### src/psm_consts.vh
`ifndef PSM_CONSTS_VH
`define PSM_CONSTS_VH
// Selector positions.
`define PSM_SEL_MID      2'h0
`define PSM_SEL_TOP      2'h1
`define PSM_SEL_LOW      2'h2
// Lamp colour codes: bit 0 red, bit 1 green, both for orange.
`define PSM_LAMP_OFF     2'h0
`define PSM_LAMP_RED     2'h1
`define PSM_LAMP_GREEN   2'h2
`define PSM_LAMP_ORANGE  2'h3
// Register offsets.
`define PSM_REG_CTRL     4'h0
`define PSM_REG_STATUS   4'h1
`define PSM_REG_USER     4'h2
`define PSM_REG_CYCLE    4'h3
`define PSM_REG_ADDR_LO  4'h4
`define PSM_REG_ADDR_HI  4'h5
// Control register bits.
`define PSM_CTRL_START   0
`define PSM_CTRL_STOP    1
`define PSM_CTRL_PROGEND 2
`define PSM_CTRL_HKEND   3
`define PSM_CTRL_INITOK  4
`define PSM_CTRL_INITERR 5
// Blink half period in cycles.
`define PSM_BLINK_TIME_MS 250
`define PSM_CLK_MHZ       125
`define PSM_BLINK_CYCLES  (`PSM_BLINK_TIME_MS * 1000 * `PSM_CLK_MHZ)
// Station address default, arbitrary value.
`define PSM_STATION_ADDR  48'h02_00_00_00_00_01
`endif

### src/psm_scan_sequencer.v
// Operation
// [RULE_01] Middle-to-top selector move requests run
// [RULE_02] Top-to-middle selector move requests stop
// [RULE_03] Lowest position starts the loader
// [RULE_04] Push causes hardware reset clearing outputs
// [RULE_05] Push reset works in any mode
// [RULE_06] Run/stop changes apply at cycle end
// [RULE_07] Tool start/stop honoured in any position
// [RULE_08] Outputs hold their value when stopped
// [RULE_09] Flag marks final cycle before stop
// [RULE_10] Start-up follows power-on and reset
// [RULE_11] Copy program, then detect modules
// [RULE_12] Init clears variables, flags keep status
// [RULE_13] Fault lamp blinks red during init
// [RULE_14] Clean start-up gives run, steady green
// [RULE_15] Scanning starts on top position or start; code also starts it after init with selector in middle
// [RULE_16] Scan: read, execute, write, housekeeping, repeat
// [RULE_17] I/O frozen while program executes
// [RULE_18] Cycle time counts execution start to start
// [RULE_19] Link and traffic lamps show network
// [RULE_20] Module and network lamps red/green
// [RULE_21] User lamp driven by application
// [RULE_22] Fixed 48-bit station address held
// [RULE_23] Reset aborts scan and restarts start-up
//
// Decided for this implementation: the plain strobed port and the placing of the registers.
`timescale 1ns/1ps
`default_nettype none
`include "psm_consts.vh"
module psm_scan_sequencer #(
   parameter [31:0] BLINK_CYCLES = `PSM_BLINK_CYCLES,
   parameter [47:0] STATION_ADDR = `PSM_STATION_ADDR
) (
   input  wire        clk_sys,
   input  wire        rst_n,
   input  wire [1:0]  selPos,
   input  wire        selPush,
   input  wire        linkUp,
   input  wire        trafficActive,
   input  wire        netFault,
   input  wire        copyDone,
   input  wire        detectDone,
   input  wire [3:0]  regAddr,
   input  wire [31:0] regWrData,
   input  wire        regWr,
   input  wire        regRd,
   output reg  [31:0] regRdData,
   output reg         hwReset,
   output reg         loaderStart,
   output reg         copyReq,
   output reg         detectReq,
   output reg         varInit,
   output reg         inputLatch,
   output reg         programRun,
   output reg         outputWrite,
   output reg         housekeeping,
   output reg         runMode,
   output reg         last_cycle_before_halt,
   output reg  [1:0]  module_state_lamp,
   output reg  [1:0]  network_state_lamp,
   output reg  [1:0]  user_lamp,
   output reg  [1:0]  nodeFaultLamp,
   output reg         linkLamp,
   output reg         trafficLamp,
   output reg  [47:0] hardware_station_address
);

   localparam [3:0] ST_COPY   = 4'h0;
   localparam [3:0] ST_DETECT = 4'h1;
   localparam [3:0] ST_INIT   = 4'h2;
   localparam [3:0] ST_STOP   = 4'h3;
   localparam [3:0] ST_READ   = 4'h4;
   localparam [3:0] ST_EXEC   = 4'h5;
   localparam [3:0] ST_WRITE  = 4'h6;
   localparam [3:0] ST_HOUSE  = 4'h7;
   localparam [3:0] ST_LOADER = 4'h8;
   localparam [3:0] ST_FAULT  = 4'h9;

   reg [3:0]  state;
   reg [1:0]  selPrev;
   reg        pushPrev;
   reg        runReq;
   reg        startPend;
   reg        stopPend;
   reg        hkEndSeen;
   reg [31:0] cycleCount;
   reg [31:0] cycleTime;
   reg [31:0] blinkCount;
   reg        blinkPhase;
   reg        initErr;

   wire pushEdge = selPush & ~pushPrev;
   wire selUp    = (selPrev == `PSM_SEL_MID) && (selPos == `PSM_SEL_TOP);
   wire selDown  = (selPrev == `PSM_SEL_TOP) && (selPos == `PSM_SEL_MID);
   wire swStart  = regWr && (regAddr == `PSM_REG_CTRL) && regWrData[`PSM_CTRL_START];
   wire swStop   = regWr && (regAddr == `PSM_REG_CTRL) && regWrData[`PSM_CTRL_STOP];
   wire progEnd  = regWr && (regAddr == `PSM_REG_CTRL) && regWrData[`PSM_CTRL_PROGEND];
   wire hkEnd    = regWr && (regAddr == `PSM_REG_CTRL) && regWrData[`PSM_CTRL_HKEND];
   wire initOk   = regWr && (regAddr == `PSM_REG_CTRL) && regWrData[`PSM_CTRL_INITOK];
   wire initBad  = regWr && (regAddr == `PSM_REG_CTRL) && regWrData[`PSM_CTRL_INITERR];

   // Decides whether the scan at its end should carry on running.
   function keepRunning;
      input curRun;
      input start;
      input stop;
      begin
         if (stop)
            keepRunning = 1'b0;
         else if (start)
            keepRunning = 1'b1;
         else
            keepRunning = curRun;
      end
   endfunction

   always @(posedge clk_sys) begin
      if (!rst_n) begin
         // Loading the live position avoids a false selector move just after reset.
         selPrev  <= selPos;
         pushPrev <= 1'b0;
      end else begin
         selPrev  <= selPos;
         pushPrev <= selPush;
      end
   end

   // The pending request bits are latched so a request made mid-scan waits for cycle end.
   always @(posedge clk_sys) begin
      if (!rst_n || pushEdge) begin
         startPend <= 1'b0;
         stopPend  <= 1'b0;
      end else if (state == ST_HOUSE && hkEndSeen) begin
         // [RULE_06] consume at end
         startPend <= swStart | selUp;
         // A stop raised after the final-cycle flag was due waits one more scan.
         stopPend  <= swStop | selDown | (stopPend & ~last_cycle_before_halt);
      end else begin
         // [RULE_01] [RULE_02] selector requests
         // [RULE_07] tool commands anywhere
         if (swStart || selUp) begin
            startPend <= 1'b1;
            stopPend  <= 1'b0;
         end
         if (swStop || selDown) begin
            stopPend  <= 1'b1;
            startPend <= 1'b0;
         end
      end
   end

   always @(posedge clk_sys) begin
      if (!rst_n) begin
         state        <= ST_COPY;
         hwReset      <= 1'b0;
         loaderStart  <= 1'b0;
         copyReq      <= 1'b0;
         detectReq    <= 1'b0;
         varInit      <= 1'b0;
         inputLatch   <= 1'b0;
         programRun   <= 1'b0;
         outputWrite  <= 1'b0;
         housekeeping <= 1'b0;
         runMode      <= 1'b0;
         runReq       <= 1'b0;
         hkEndSeen    <= 1'b0;
         initErr      <= 1'b0;
         last_cycle_before_halt <= 1'b0;
      end else if (pushEdge) begin
         // [RULE_04] [RULE_05] push reset
         // [RULE_23] abort and restart
         state        <= ST_COPY;
         hwReset      <= 1'b1;
         loaderStart  <= 1'b0;
         copyReq      <= 1'b0;
         detectReq    <= 1'b0;
         varInit      <= 1'b0;
         inputLatch   <= 1'b0;
         programRun   <= 1'b0;
         outputWrite  <= 1'b0;
         housekeeping <= 1'b0;
         runMode      <= 1'b0;
         runReq       <= 1'b0;
         hkEndSeen    <= 1'b0;
         initErr      <= 1'b0;
         last_cycle_before_halt <= 1'b0;
      end else begin
         hwReset     <= 1'b0;
         inputLatch  <= 1'b0;
         outputWrite <= 1'b0;
         varInit     <= 1'b0;
         case (state)
            // [RULE_10] [RULE_11] copy then detect
            ST_COPY: begin
               copyReq <= 1'b1;
               if (copyDone) begin
                  copyReq   <= 1'b0;
                  detectReq <= 1'b1;
                  state     <= ST_DETECT;
               end
            end
            ST_DETECT: begin
               if (detectDone) begin
                  detectReq <= 1'b0;
                  // [RULE_12] init variables
                  varInit   <= 1'b1;
                  state     <= ST_INIT;
               end
            end
            ST_INIT: begin
               if (initBad) begin
                  initErr <= 1'b1;
                  state   <= ST_FAULT;
               end else if (initOk) begin
                  // [RULE_03] loader position
                  if (selPos == `PSM_SEL_LOW) begin
                     loaderStart <= 1'b1;
                     state       <= ST_LOADER;
                  end else begin
                     // [RULE_14] [RULE_15] enter run
                     runMode    <= 1'b1;
                     runReq     <= 1'b1;
                     inputLatch <= 1'b1;
                     state      <= ST_READ;
                  end
               end
            end
            ST_STOP: begin
               // [RULE_08] outputs held
               if (startPend) begin
                  runMode    <= 1'b1;
                  runReq     <= 1'b1;
                  inputLatch <= 1'b1;
                  state      <= ST_READ;
               end
            end
            // [RULE_16] scan sequence
            ST_READ: begin
               programRun <= 1'b1;
               state      <= ST_EXEC;
            end
            ST_EXEC: begin
               // [RULE_09] final cycle flag
               last_cycle_before_halt <= stopPend | swStop | selDown;
               if (progEnd) begin
                  // [RULE_17] exchange after program
                  programRun  <= 1'b0;
                  outputWrite <= 1'b1;
                  state       <= ST_WRITE;
               end
            end
            ST_WRITE: begin
               housekeeping <= 1'b1;
               hkEndSeen    <= 1'b0;
               state        <= ST_HOUSE;
            end
            ST_HOUSE: begin
               if (hkEnd)
                  hkEndSeen <= 1'b1;
               if (hkEndSeen) begin
                  housekeeping <= 1'b0;
                  hkEndSeen    <= 1'b0;
                  last_cycle_before_halt <= 1'b0;
                  if (keepRunning(runReq, startPend, stopPend & last_cycle_before_halt)) begin
                     inputLatch <= 1'b1;
                     state      <= ST_READ;
                  end else begin
                     runMode <= 1'b0;
                     runReq  <= 1'b0;
                     state   <= ST_STOP;
                  end
               end
            end
            ST_LOADER: begin
               loaderStart <= 1'b1;
            end
            ST_FAULT: begin
               runMode <= 1'b0;
            end
            default: begin
               state <= ST_COPY;
            end
         endcase
      end
   end

   // [RULE_18] cycle time measure
   always @(posedge clk_sys) begin
      if (!rst_n || pushEdge) begin
         cycleCount <= 32'h0000_0000;
         cycleTime  <= 32'h0000_0000;
      end else if (state == ST_READ) begin
         cycleTime  <= cycleCount;
         cycleCount <= 32'h0000_0001;
      end else if (cycleCount != 32'hffff_ffff) begin
         cycleCount <= cycleCount + 32'h0000_0001;
      end
   end

   always @(posedge clk_sys) begin
      if (!rst_n || blinkCount >= BLINK_CYCLES - 32'h0000_0001) begin
         blinkCount <= 32'h0000_0000;
         blinkPhase <= rst_n ? ~blinkPhase : 1'b0;
      end else begin
         blinkCount <= blinkCount + 32'h0000_0001;
      end
   end

   always @(posedge clk_sys) begin
      if (!rst_n) begin
         user_lamp          <= `PSM_LAMP_OFF;
         nodeFaultLamp      <= `PSM_LAMP_OFF;
         module_state_lamp  <= `PSM_LAMP_OFF;
         network_state_lamp <= `PSM_LAMP_OFF;
         linkLamp           <= 1'b0;
         trafficLamp        <= 1'b0;
         hardware_station_address <= 48'h0000_0000_0000;
      end else begin
         // [RULE_22] fixed address
         hardware_station_address <= STATION_ADDR;
         // [RULE_21] user lamp
         if (pushEdge)
            user_lamp <= `PSM_LAMP_OFF;
         else if (regWr && regAddr == `PSM_REG_USER)
            user_lamp <= regWrData[1:0];
         // [RULE_13] [RULE_14] fault lamp
         if (state <= ST_INIT)
            nodeFaultLamp <= blinkPhase ? `PSM_LAMP_RED : `PSM_LAMP_OFF;
         else if (state == ST_FAULT)
            nodeFaultLamp <= `PSM_LAMP_RED;
         else
            nodeFaultLamp <= `PSM_LAMP_GREEN;
         // [RULE_20] module and network lamps
         module_state_lamp  <= initErr ? `PSM_LAMP_RED : `PSM_LAMP_GREEN;
         network_state_lamp <= netFault ? `PSM_LAMP_RED : `PSM_LAMP_GREEN;
         // [RULE_19] link and traffic
         linkLamp    <= linkUp;
         trafficLamp <= trafficActive;
      end
   end

   always @(posedge clk_sys) begin
      if (!rst_n) begin
         regRdData <= 32'h0000_0000;
      end else if (regRd) begin
         if (regAddr == `PSM_REG_STATUS)
            regRdData <= {22'h00_0000, initErr, last_cycle_before_halt, stopPend,
                          startPend, runMode, 1'b0, state};
         else if (regAddr == `PSM_REG_USER)
            regRdData <= {30'h0000_0000, user_lamp};
         else if (regAddr == `PSM_REG_CYCLE)
            regRdData <= cycleTime;
         else if (regAddr == `PSM_REG_ADDR_LO)
            regRdData <= hardware_station_address[31:0];
         else if (regAddr == `PSM_REG_ADDR_HI)
            regRdData <= {16'h0000, hardware_station_address[47:32]};
         else
            regRdData <= 32'h0000_0000;
      end else begin
         regRdData <= 32'h0000_0000;
      end
   end

endmodule // psm_scan_sequencer
`default_nettype wire

### config.mk
export PLATFORM = sky130hd
export DESIGN_NAME = psm_scan_sequencer
export DESIGN_NICKNAME = d
export VERILOG_FILES = /design/src/psm_scan_sequencer.v
export VERILOG_INCLUDE_DIRS = /design/src /design/src/src
export SDC_FILE = /design/constraint.sdc
export NUM_CORES = 1
export LEC_CHECK = 0
export BUFFER_PORTS_ARGS = -buffer_cell sky130_fd_sc_hd__buf_2
export CAP_MARGIN = 0
export CORE_ASPECT_RATIO = 0.9
export CORE_MARGIN = 5
export CORE_UTILIZATION = 55
export CTS_CLUSTER_SIZE = 24
export DETAILED_ROUTE_END_ITERATION = 12
export GPL_ROUTABILITY_DRIVEN = 0
export PLACE_DENSITY = 0.81
export SLEW_MARGIN = 20
export SYNTH_ARGS = -nofsm -noshare
export SYNTH_HDL_FRONTEND = slang
export SYNTH_SLANG_ARGS = --single-unit
export TNS_END_PERCENT = 50
### constraint.sdc
create_clock -name clk_sys -period 4.6 [get_ports clk_sys]
set_input_delay 0.23 -clock clk_sys [delete_from_list [all_inputs] [get_ports clk_sys]]
set_output_delay 0.23 -clock clk_sys [all_outputs]
set_load 0.02 [all_outputs]
Yosys cells after proc, flatten, opt, wreduce, memory -nomap -nowiden
Index checks and enable logic that the tools add are counted.

Register bits: 210. Bits of input ports: 48. Output and inout port bits: 101.

Reduce and logical (&&, ||, !) cells: 45. Mux-type cells: 69. Add/sub/neg operators: 2. $lt $le $gt $ge: 2. Eq/ne operators: 29. Bitwise gates (word level): 16.

Operators with widths (number): 32-bit by 1-bit adder with 32-bit output, second input constant (2); 32-bit two-way mux (2); 42-bit two-way mux (1); 1-bit two-way mux (40); 4-bit case mux with 9 select lines (1); 32-bit by 25-bit >= comparator with 1-bit output, second input constant (1); 4-bit two-way mux (8); 32-bit inequality test, second input constant (1); 4-bit by 3-bit equality test with 1-bit output, second input constant (6); 10-bit two-way mux (2); 2-bit inequality test, second input constant (10); 4-bit by 2-bit equality test with 1-bit output, second input constant (4); 16-bit two-way mux (1); 7-bit AND reduction (2); 1-bit case mux with 2 select lines (6); 2-bit nonzero test (6); 1-bit logical AND (11); 2-bit AND reduction (5); 4-bit by 1-bit equality test with 1-bit output, second input constant (2); 4-bit equality test, second input constant (2); 4-bit logical NOT (2); 2-bit two-way mux (4); 1-bit inverter (8); 1-bit case mux with 3 select lines (2); 19 further kinds (34).

Logic depth before layout (Yosys ltp)
Gate-level depths: netlist (run 1).

Word-level depth: 9. Depth in mapped cells: 8.

Least setup slack after synthesis (run 1)
OpenSTA, ideal clock, no wires.

Path type: register to register. Start point: register cycleCount[0]. End point: register cycleCount[17]. Stages on the path, launching flop included: 9. Slack: 2.699 ns. Required time: 4.530 ns. Path buffers: 2. Data arrival time: 1.831 ns. Cell sequence: dfxtp_1 > ha_1 > and2_0 > and4_1 > clkbuf_1 > and3_1 > buf_2 > or3_1 > a21oi_1.

Longest elaborated chain between the ends: 1. Elaborated cells on any way between the ends: 2.

RTL lines: from (decl) (RTL line psm_scan_sequencer.v:86) `reg [31:0] cycleCount;`; from (signal assigned) (RTL line psm_scan_sequencer.v:296) `cycleCount <= cycleCount + 32'h0000_0001;`; 32-bit by 1-bit adder with 32-bit output or 32-bit inequality test (tied branches) (RTL line psm_scan_sequencer.v:296, psm_scan_sequencer.v:295).

Several ways; a longest one is shown, not always the timed one. A chain may end at the register's enable or synchronous reset.

Worst setup path in the final report (run 1)
Start point: register state[2]. End point: register cycleCount[29].

Longest elaborated chain between the ends: 2.

RTL lines: from (decl) (RTL line psm_scan_sequencer.v:79) `reg [3:0] state;`; from (signal assigned) (RTL line psm_scan_sequencer.v:154) `state <= ST_COPY;`; from (signal assigned) (RTL line psm_scan_sequencer.v:172) `state <= ST_COPY;`; from (signal assigned) (RTL line psm_scan_sequencer.v:199) `state <= ST_DETECT;`; 4-bit by 3-bit equality test with 1-bit output (RTL line psm_scan_sequencer.v:292) `end else if (state == ST_READ) begin`; 2-bit OR reduction (no source line).

Every way passes these cells.

==> results of run 1 <==
[synthesized netlist by cell type, drive strengths merged (6+ instances only)]
cell type  instances  area [µm²]
xnor2             27         236
xor2              17         149
dfxtp            162        3240
nand2            101         379
nand4             21         153
a21oi             56         284
a211oi             6        45.0
a31oi             14        87.6
and4               9        78.8
nor3              11        55.1
and2              32         200
buf               59         420
nor4              13         103
nor2              91         342
clkbuf            29         109
o21ai             16        80.1
and3              15        93.8
inv               10        37.5
nand3             23         115
nor2b              7        43.8
mux2i             11         110
[flip-flops by register name, indices dropped and copies added (netlist names), 4 cells and up]
signal / flops
blinkCount: 32
cycleCount: 32
cycleTime: 32
regRdData: 32
state: 4
[layout make-up]
class	count	area share, %
clock inverters	13	2.90
repair buffers	83	5.57
multi-input cells	581	41.4
clock buffers	19	5.74
well taps	160	2.53
inverters	10	0.475
flip-flops and latches	163	41.4
[layout by cell type (no fill, tap or decap), drive strengths merged, types with 10 or more instances in the layout]
cell	n
o21ai	16
dfxtp	162
a31oi	14
nand3	23
clkbuf	19
xor2	17
nand4	21
buf	80
inv	10
nand2	101
and2	32
a21oi	56
mux2i	11
nor2	91
nor4	13
xnor2	27
conb	53
and3	15
nor3	11
[cell families (layout without fill, tap and decap cells)]
| group | count (synthesis) | after routing | synth area share (%) |
|---|---|---|---|
| other | 1 | 53 | 0.0543 |
| xor gates and xnor gates | 44 | 44 | 5.58 |
| and+or+nand+nor | 350 | 350 | 25.7 |
| adders and majority gates | 2 | 2 | 0.362 |
| muxes | 12 | 12 | 1.76 |
| DFF | 163 | 163 | 47.4 |
| AOI/OAI and AO/OA | 120 | 120 | 10.9 |
| buffers and inverters | 98 | 125 | 8.21 |
[timing repair]
| item | in CTS | in global routing |
|---|---|---|
| endpoints found under the hold margin | 3 | 0 |
| hold buffers | 3 | 0 |
| endpoints found under the setup margin | 0 | 0 |
[metal layers]
layer	up-vias	track usage [%]	part of all wire, %
met5	-	0	0
met4	0	8.27	1.9
met3	28	5.53	7.6
met2	237	32.4	47
met1	2600	25.2	44
li1	2759	-	-
[where the power goes]
part / total, mW / leakage (nW) / internal (mW) / switching, mW
clock network: 1.60 / 0.320 / 1.05 / 0.554
registers: 1.46 / 1.32 / 1.43 / 0.0241
logic: 0.188 / 1.39 / 0.0508 / 0.137
total: 3.25 / 3.04 / 2.53 / 0.715
[worst paths after layout]
check	endpoint	slack, ns	cells past startpoint
setup / recovery	cycleCount[29]$_SDFFE_PP0P_	1.97	6
hold / removal	trafficLamp$_SDFF_PN0_	0.01	2
setup reg to reg	cycleCount[29]$_SDFFE_PP0P_	1.97	6
hold reg to reg	hwReset$_SDFF_PN0_	0.41	1
[critical path, cell delays in order, from the launching register on]
cell     delay [ns]
dfxtp_1        0.74
or4b_2         1.01
nand3_1        0.20
buf_4          0.33
nor2_1         0.07
nand4_1        0.09
o21ai_1        0.06
==> impl_results.md, run 1 <==
- Post-synth EDFFs: 1
- Vias per cell: 5.47
- Max-cap viol count: 0
- DR DRC count: 0
- Non-Filler Instances: 1029
- Setup WS post-layout: 1.97 ns
- Number of I/O pins: 149
- Worst slack, placed: 1.98 ns
- CTS Buffer Depth: 2
- Max Slew Vio Count: 0
- Pin count of the biggest net entering global routing: 39
- Synth Area per Inst: 8.74 µm²
- First-pass GRT wire length: 24200 µm
- Sequential fraction of the synthesis area: 47.4%
- FF+latch count, synth: 163
- Worst Path Required: 4.92 ns
- Max VDD drop: 0.000281 V
- Reg area: 3270 µm²
- RSZ-0062 raised after global routing: no
- Rows: 38
- Initial DRC count: 532
- Worst-Margin Slew: 0.962 ns
- Overall Power: 3.25 mW
- Arrival time worst endpoint: 2.95 ns
- Status: finished, final reports clean
- Area Growth Syn to Fin: 14.5%
- Crit path kind: reg2reg
- Worst-path fanout max: 34
- Crit path capture type: register
- # nets final: 906
- CTS Root Buffer Type: clkbuf_16
- HP Start: trafficActive
- Total Die Area: 14900 µm²
- Vias in the first global route: 5092
- Die Y: 116 µm
- Util after Layout: 65.0%
- Placed Cells: 994
- FILL cells: 988
- GRT overflow: 0
- Power density cells: 411 nW/µm²
- Asr flop ratio synth: 0%
- # resized after CTS: 0
- Rel. slew slack: 35.4%
- Worst Setup SP: state[2]$_SDFFE_PP0P_
- Clock Pin Slew Worst Setup and Hold Paths: 0.06 ns
- Initial Util: 56.7%
- Clk_lat worst skew: 0.42 ns
- Sum of negative setup slack: 0 ns
- Die width: 128 µm
- Setup Fix Bufs, Post-CTS: 0
- CTS tree: built
- Min Hold Slack: 0.0100 ns
- Mapped cell area: 6900 µm²
- Synth Instances: 790
- Final period util: 57.2%
- Worst r2r src: state[2]$_SDFFE_PP0P_
- Antenna Nets Post-Route: 0
- I/O Buffers: 76
- Min-Delay Path Class: in2reg
- Distinct cell type count of the synthesized netlist: 67
- Startpoint types: register
- Num CTS Buffers: 17
- Count of final setup violators: 0
- DPL Wire Length: 9600 µm
- Multi-input logic area: 3270 µm²
- Ant diodes: 0
- Final hold viol count: 0
- Fin area: 7910 µm²
- Drt first pass iters: 5
- Main flop type after synthesis: dfxtp_1
- Layout cells sized above 1: 14.8%
- Detailed Route WL: 14700 µm
- Core ar.: 12200 µm²
- Vias: 5624
- # H-tree levels: 4
- Clk sink count: 163
- Peak Freq: 0.380 GHz
- Clock Skew: 0.00713 ns
- Initial antenna violation count: 0
- Post-route minimum period: 2.63 ns
- Avg WL per Cell: 14.3 µm
- YS warnings: 0
- Pleak: 3.04 nW
- DP Area: 7190 µm²
- GRT Util Overall: 19.9%
(Power assumes the default switching activity.)
==> inputs of run 2 (changes only) <==
- CORE_UTILIZATION: 55 -> 54
- PLACE_DENSITY: 0.81 -> 0.79
- clock period: 4.6 -> 2.65 ns (I/O delays scaled with it)
==> impl_results.md, run 2 (synthesis results as in run 1) <==
- Status: finished, final reports clean
- Ant diodes: 0 (unchanged)
- Total Die Area: 15200 µm² (+1.7%)
- Crit path capture type: register
- Power density cells: 662 nW/µm² (+61%)
- Worst Path Required: 2.96 ns (-1.96 ns)
- Reg2Reg Depth: 5 (-1)
- Worst-Margin Slew: 0.723 ns (-0.240 ns)
- Max Slew Vio Count: 0 (unchanged)
- Clock Pin Slew Worst Setup and Hold Paths: 0.06 ns (about the same)
- CTS Root Buffer Type: clkbuf_16
- Non-Filler Instances: 1056 (+2.6%)
- Reg power frac: 47.3% (+2.4 points)
- Max-cap viol count: 0 (unchanged)
- Area Growth Syn to Fin: 16.2%
- Peak Freq: 0.442 GHz
- # nets final: 930 (+2.6%)
- # H-tree levels: 4 (unchanged)
- Die Y: 117 µm (+0.84%)
- Clock Skew: 0.0100 ns (+0.00290 ns)
- Worst r2r src: cycleCount[12]$_SDFFE_PP0P_
- Max VDD drop: 0.000464 V (+65%)
- Vias: 5603 (-0.37%)
- Vias per cell: 5.31 (-2.9%)
- Switching Fraction: 23.0% (+1.0 points)
- CTS Buffer Depth: 2 (unchanged)
- Arrival time worst endpoint: 2.58 ns (-0.37 ns)
- Pleak: 3.13 nW (+2.9%)
- Slowest CP cell: dlygate4sd3_1
- Drt first pass iters: 5 (unchanged)
- Min-Delay Path Class: in2reg
- Setup WS post-layout: 0.386 ns (-1.58 ns)
- GRT overflow: 0 (unchanged)
- Worst Hold Path EP: varInit$_SDFF_PP0_
- GRT Util Overall: 20.1% (+0.18 points)
- Initial DRC count: 401 (-25%)
- Sum of negative setup slack: 0 ns (unchanged)
- Crit path cell chain: dlygate4sd3_1 > buf_2 > or3b_1 > o41ai_1 > nand3_1 > nor2_1 > mux2_2
- DPL Wire Length: 10000 µm (+4.6%)
- CTS tree: built
- Max incr delay on CP: 0.53 ns (-0.48 ns)
- Worst slack, placed: 0.634 ns (-1.34 ns)
- Antenna Nets Post-Route: 0 (unchanged)
- Internal Power: 4.09 mW (+62%)
- Placed Cells: 1013 (+1.9%)
- Rows: 39 (+2.6%)
- Num CTS Buffers: 17 (unchanged)
- Register-to-register setup slack: 0.48 ns (-1.49 ns)
- Commonest non-fill, non-tap cell in the layout: dfxtp_1
- Core ar.: 12600 µm² (+3.4%)
- DR DRC count: 0 (unchanged)
- # resized after CTS: 0 (unchanged)
- Comb power frac: 7.1% (+1.3 points)
- Overall Power: 5.32 mW (+64%)
- Die width: 129 µm (+0.85%)
- Leading cell types in the layout, fill and taps excluded: dfxtp_1 (162), nand2_1 (100), nor2_1 (91)
- Initial antenna violation count: 0 (unchanged)
- Clk_lat worst skew: 0.43 ns (about the same)
- Util after Layout: 63.7% (-1.2 points)
- Clk sink count: 163 (unchanged)
- Avg WL per Cell: 14.1 µm (-1.2%)
- Psw: 1.23 mW (+71%)
- Post-route minimum period: 2.26 ns
- Startpoint types: input port
- Setup Fix Bufs, Post-CTS: 0 (unchanged)
- Rel. slew slack: 51.5% (+16 points)
- Crit path kind: in2reg
- Initial Util: 54.8% (-1.9 points)
- HP Start: detectDone
- Number of I/O pins: 149 (unchanged)
- Layout cells sized above 1: 15.8% (+0.96 points)
- Pin count of the biggest net entering global routing: 34 (-13%)
- Final hold viol count: 0 (unchanged)
- Clk pwr share: 45.6% (-3.8 points)
- Count of final setup violators: 0 (unchanged)
- Hold path cells: 3 (+1)
- Vias in the first global route: 5152 (+1.2%)
- I/O Buffers: 76 (unchanged)
- First-pass GRT wire length: 24600 µm (+1.5%)
- Final period util: 85.5%
- Worst-path fanout max: 8 (-76%)
- RSZ-0062 raised after global routing: no
- Detailed Route WL: 14900 µm (+1.4%)
- Worst R2R End: cycleCount[17]$_SDFFE_PP0P_
==> run 2: cell count changes in the layout (fill, tap and decap cells not counted), moves of 3 or more <==
cell | before | now
buf_4 | 4 | 18
bufinv_16 | 6 | 3
clkinv_2 | 2 | 6
clkinvlp_4 | 4 | 1
dlygate4sd3_1 | 3 | 12
==> run 2: power by group through the flow <==
| stage | sequential [mW] | combinational [mW] | clock [mW] |
|---|---|---|---|
| after floorplan | 2.57 | 0.298 | 0 |
| after global placement | 2.56 | 0.353 | 0 |
| after detailed placement | 2.57 | 0.359 | 0 |
| after CTS | 2.51 | 0.373 | 2.47 |
| after global routing | 2.52 | 0.410 | 2.56 |
| final | 2.51 | 0.377 | 2.43 |
==> run 2: layer usage <==
metal  track usage, %  part of all wire [%]  vias to the layer above
met4             8.47                   1.3                        0
met3             4.40                   6.7                       21
met1             25.9                    45                     2600
met5                0                     0                        -
li1                 -                     -                     2802
met2             32.9                    47                      180
==> run 2: how the worst max path moves through the flow <==
stage	startpoint	end	slack [ns]
2_1_floorplan	cycleCount[0]$_SDFFE_PP0P_	cycleCount[17]$_SDFFE_PP0P_	0.75
3_3_place_gp	regAddr[2]	state[0]$_SDFFE_PP0P_	0.64
3_5_place_dp	cycleCount[12]$_SDFFE_PP0P_	cycleCount[15]$_SDFFE_PP0P_	0.63
4_1_cts	regAddr[2]	state[0]$_SDFFE_PP0P_	0.45
5_1_grt	cycleCount[12]$_SDFFE_PP0P_	cycleCount[17]$_SDFFE_PP0P_	0.31
6_report	regAddr[2]	state[0]$_SDFFE_PP0P_	0.39
==> run 2: area by class of cell <==
type,count,area (µm²)
Fill cell,1068,4560
Tap cell,164,205
Sequential cell,163,3270
Multi-Input combinational cell,581,3270
Inverter,10,37.5
Clock inverter,11,136
Clock buffer,20,447
Timing Repair Buffer,107,656
==> run 2: worst max-delay path: cells and delay by family <==
kind	cells	cell delay [ns]
simple gates	3	0.89
buf+inv	2	0.70
compound gates	1	0.50
mux	1	0.35
==> run 2: repair_timing <==
action	in CTS	in global routing
endpoints found under the setup margin	0	0
hold buffers	12	0
hold endpoints to repair	13	0
==> run 2: metrics by stage <==
stage          hold slack [ns]  instance area (µm²)
6_report                0.0232                 8030
3_5_place_dp             0.289                 7320
5_1_grt                0.00850                 8030
3_3_place_gp             0.290                 7320
2_1_floorplan            0.160                 7100
4_1_cts                0.00136                 8030
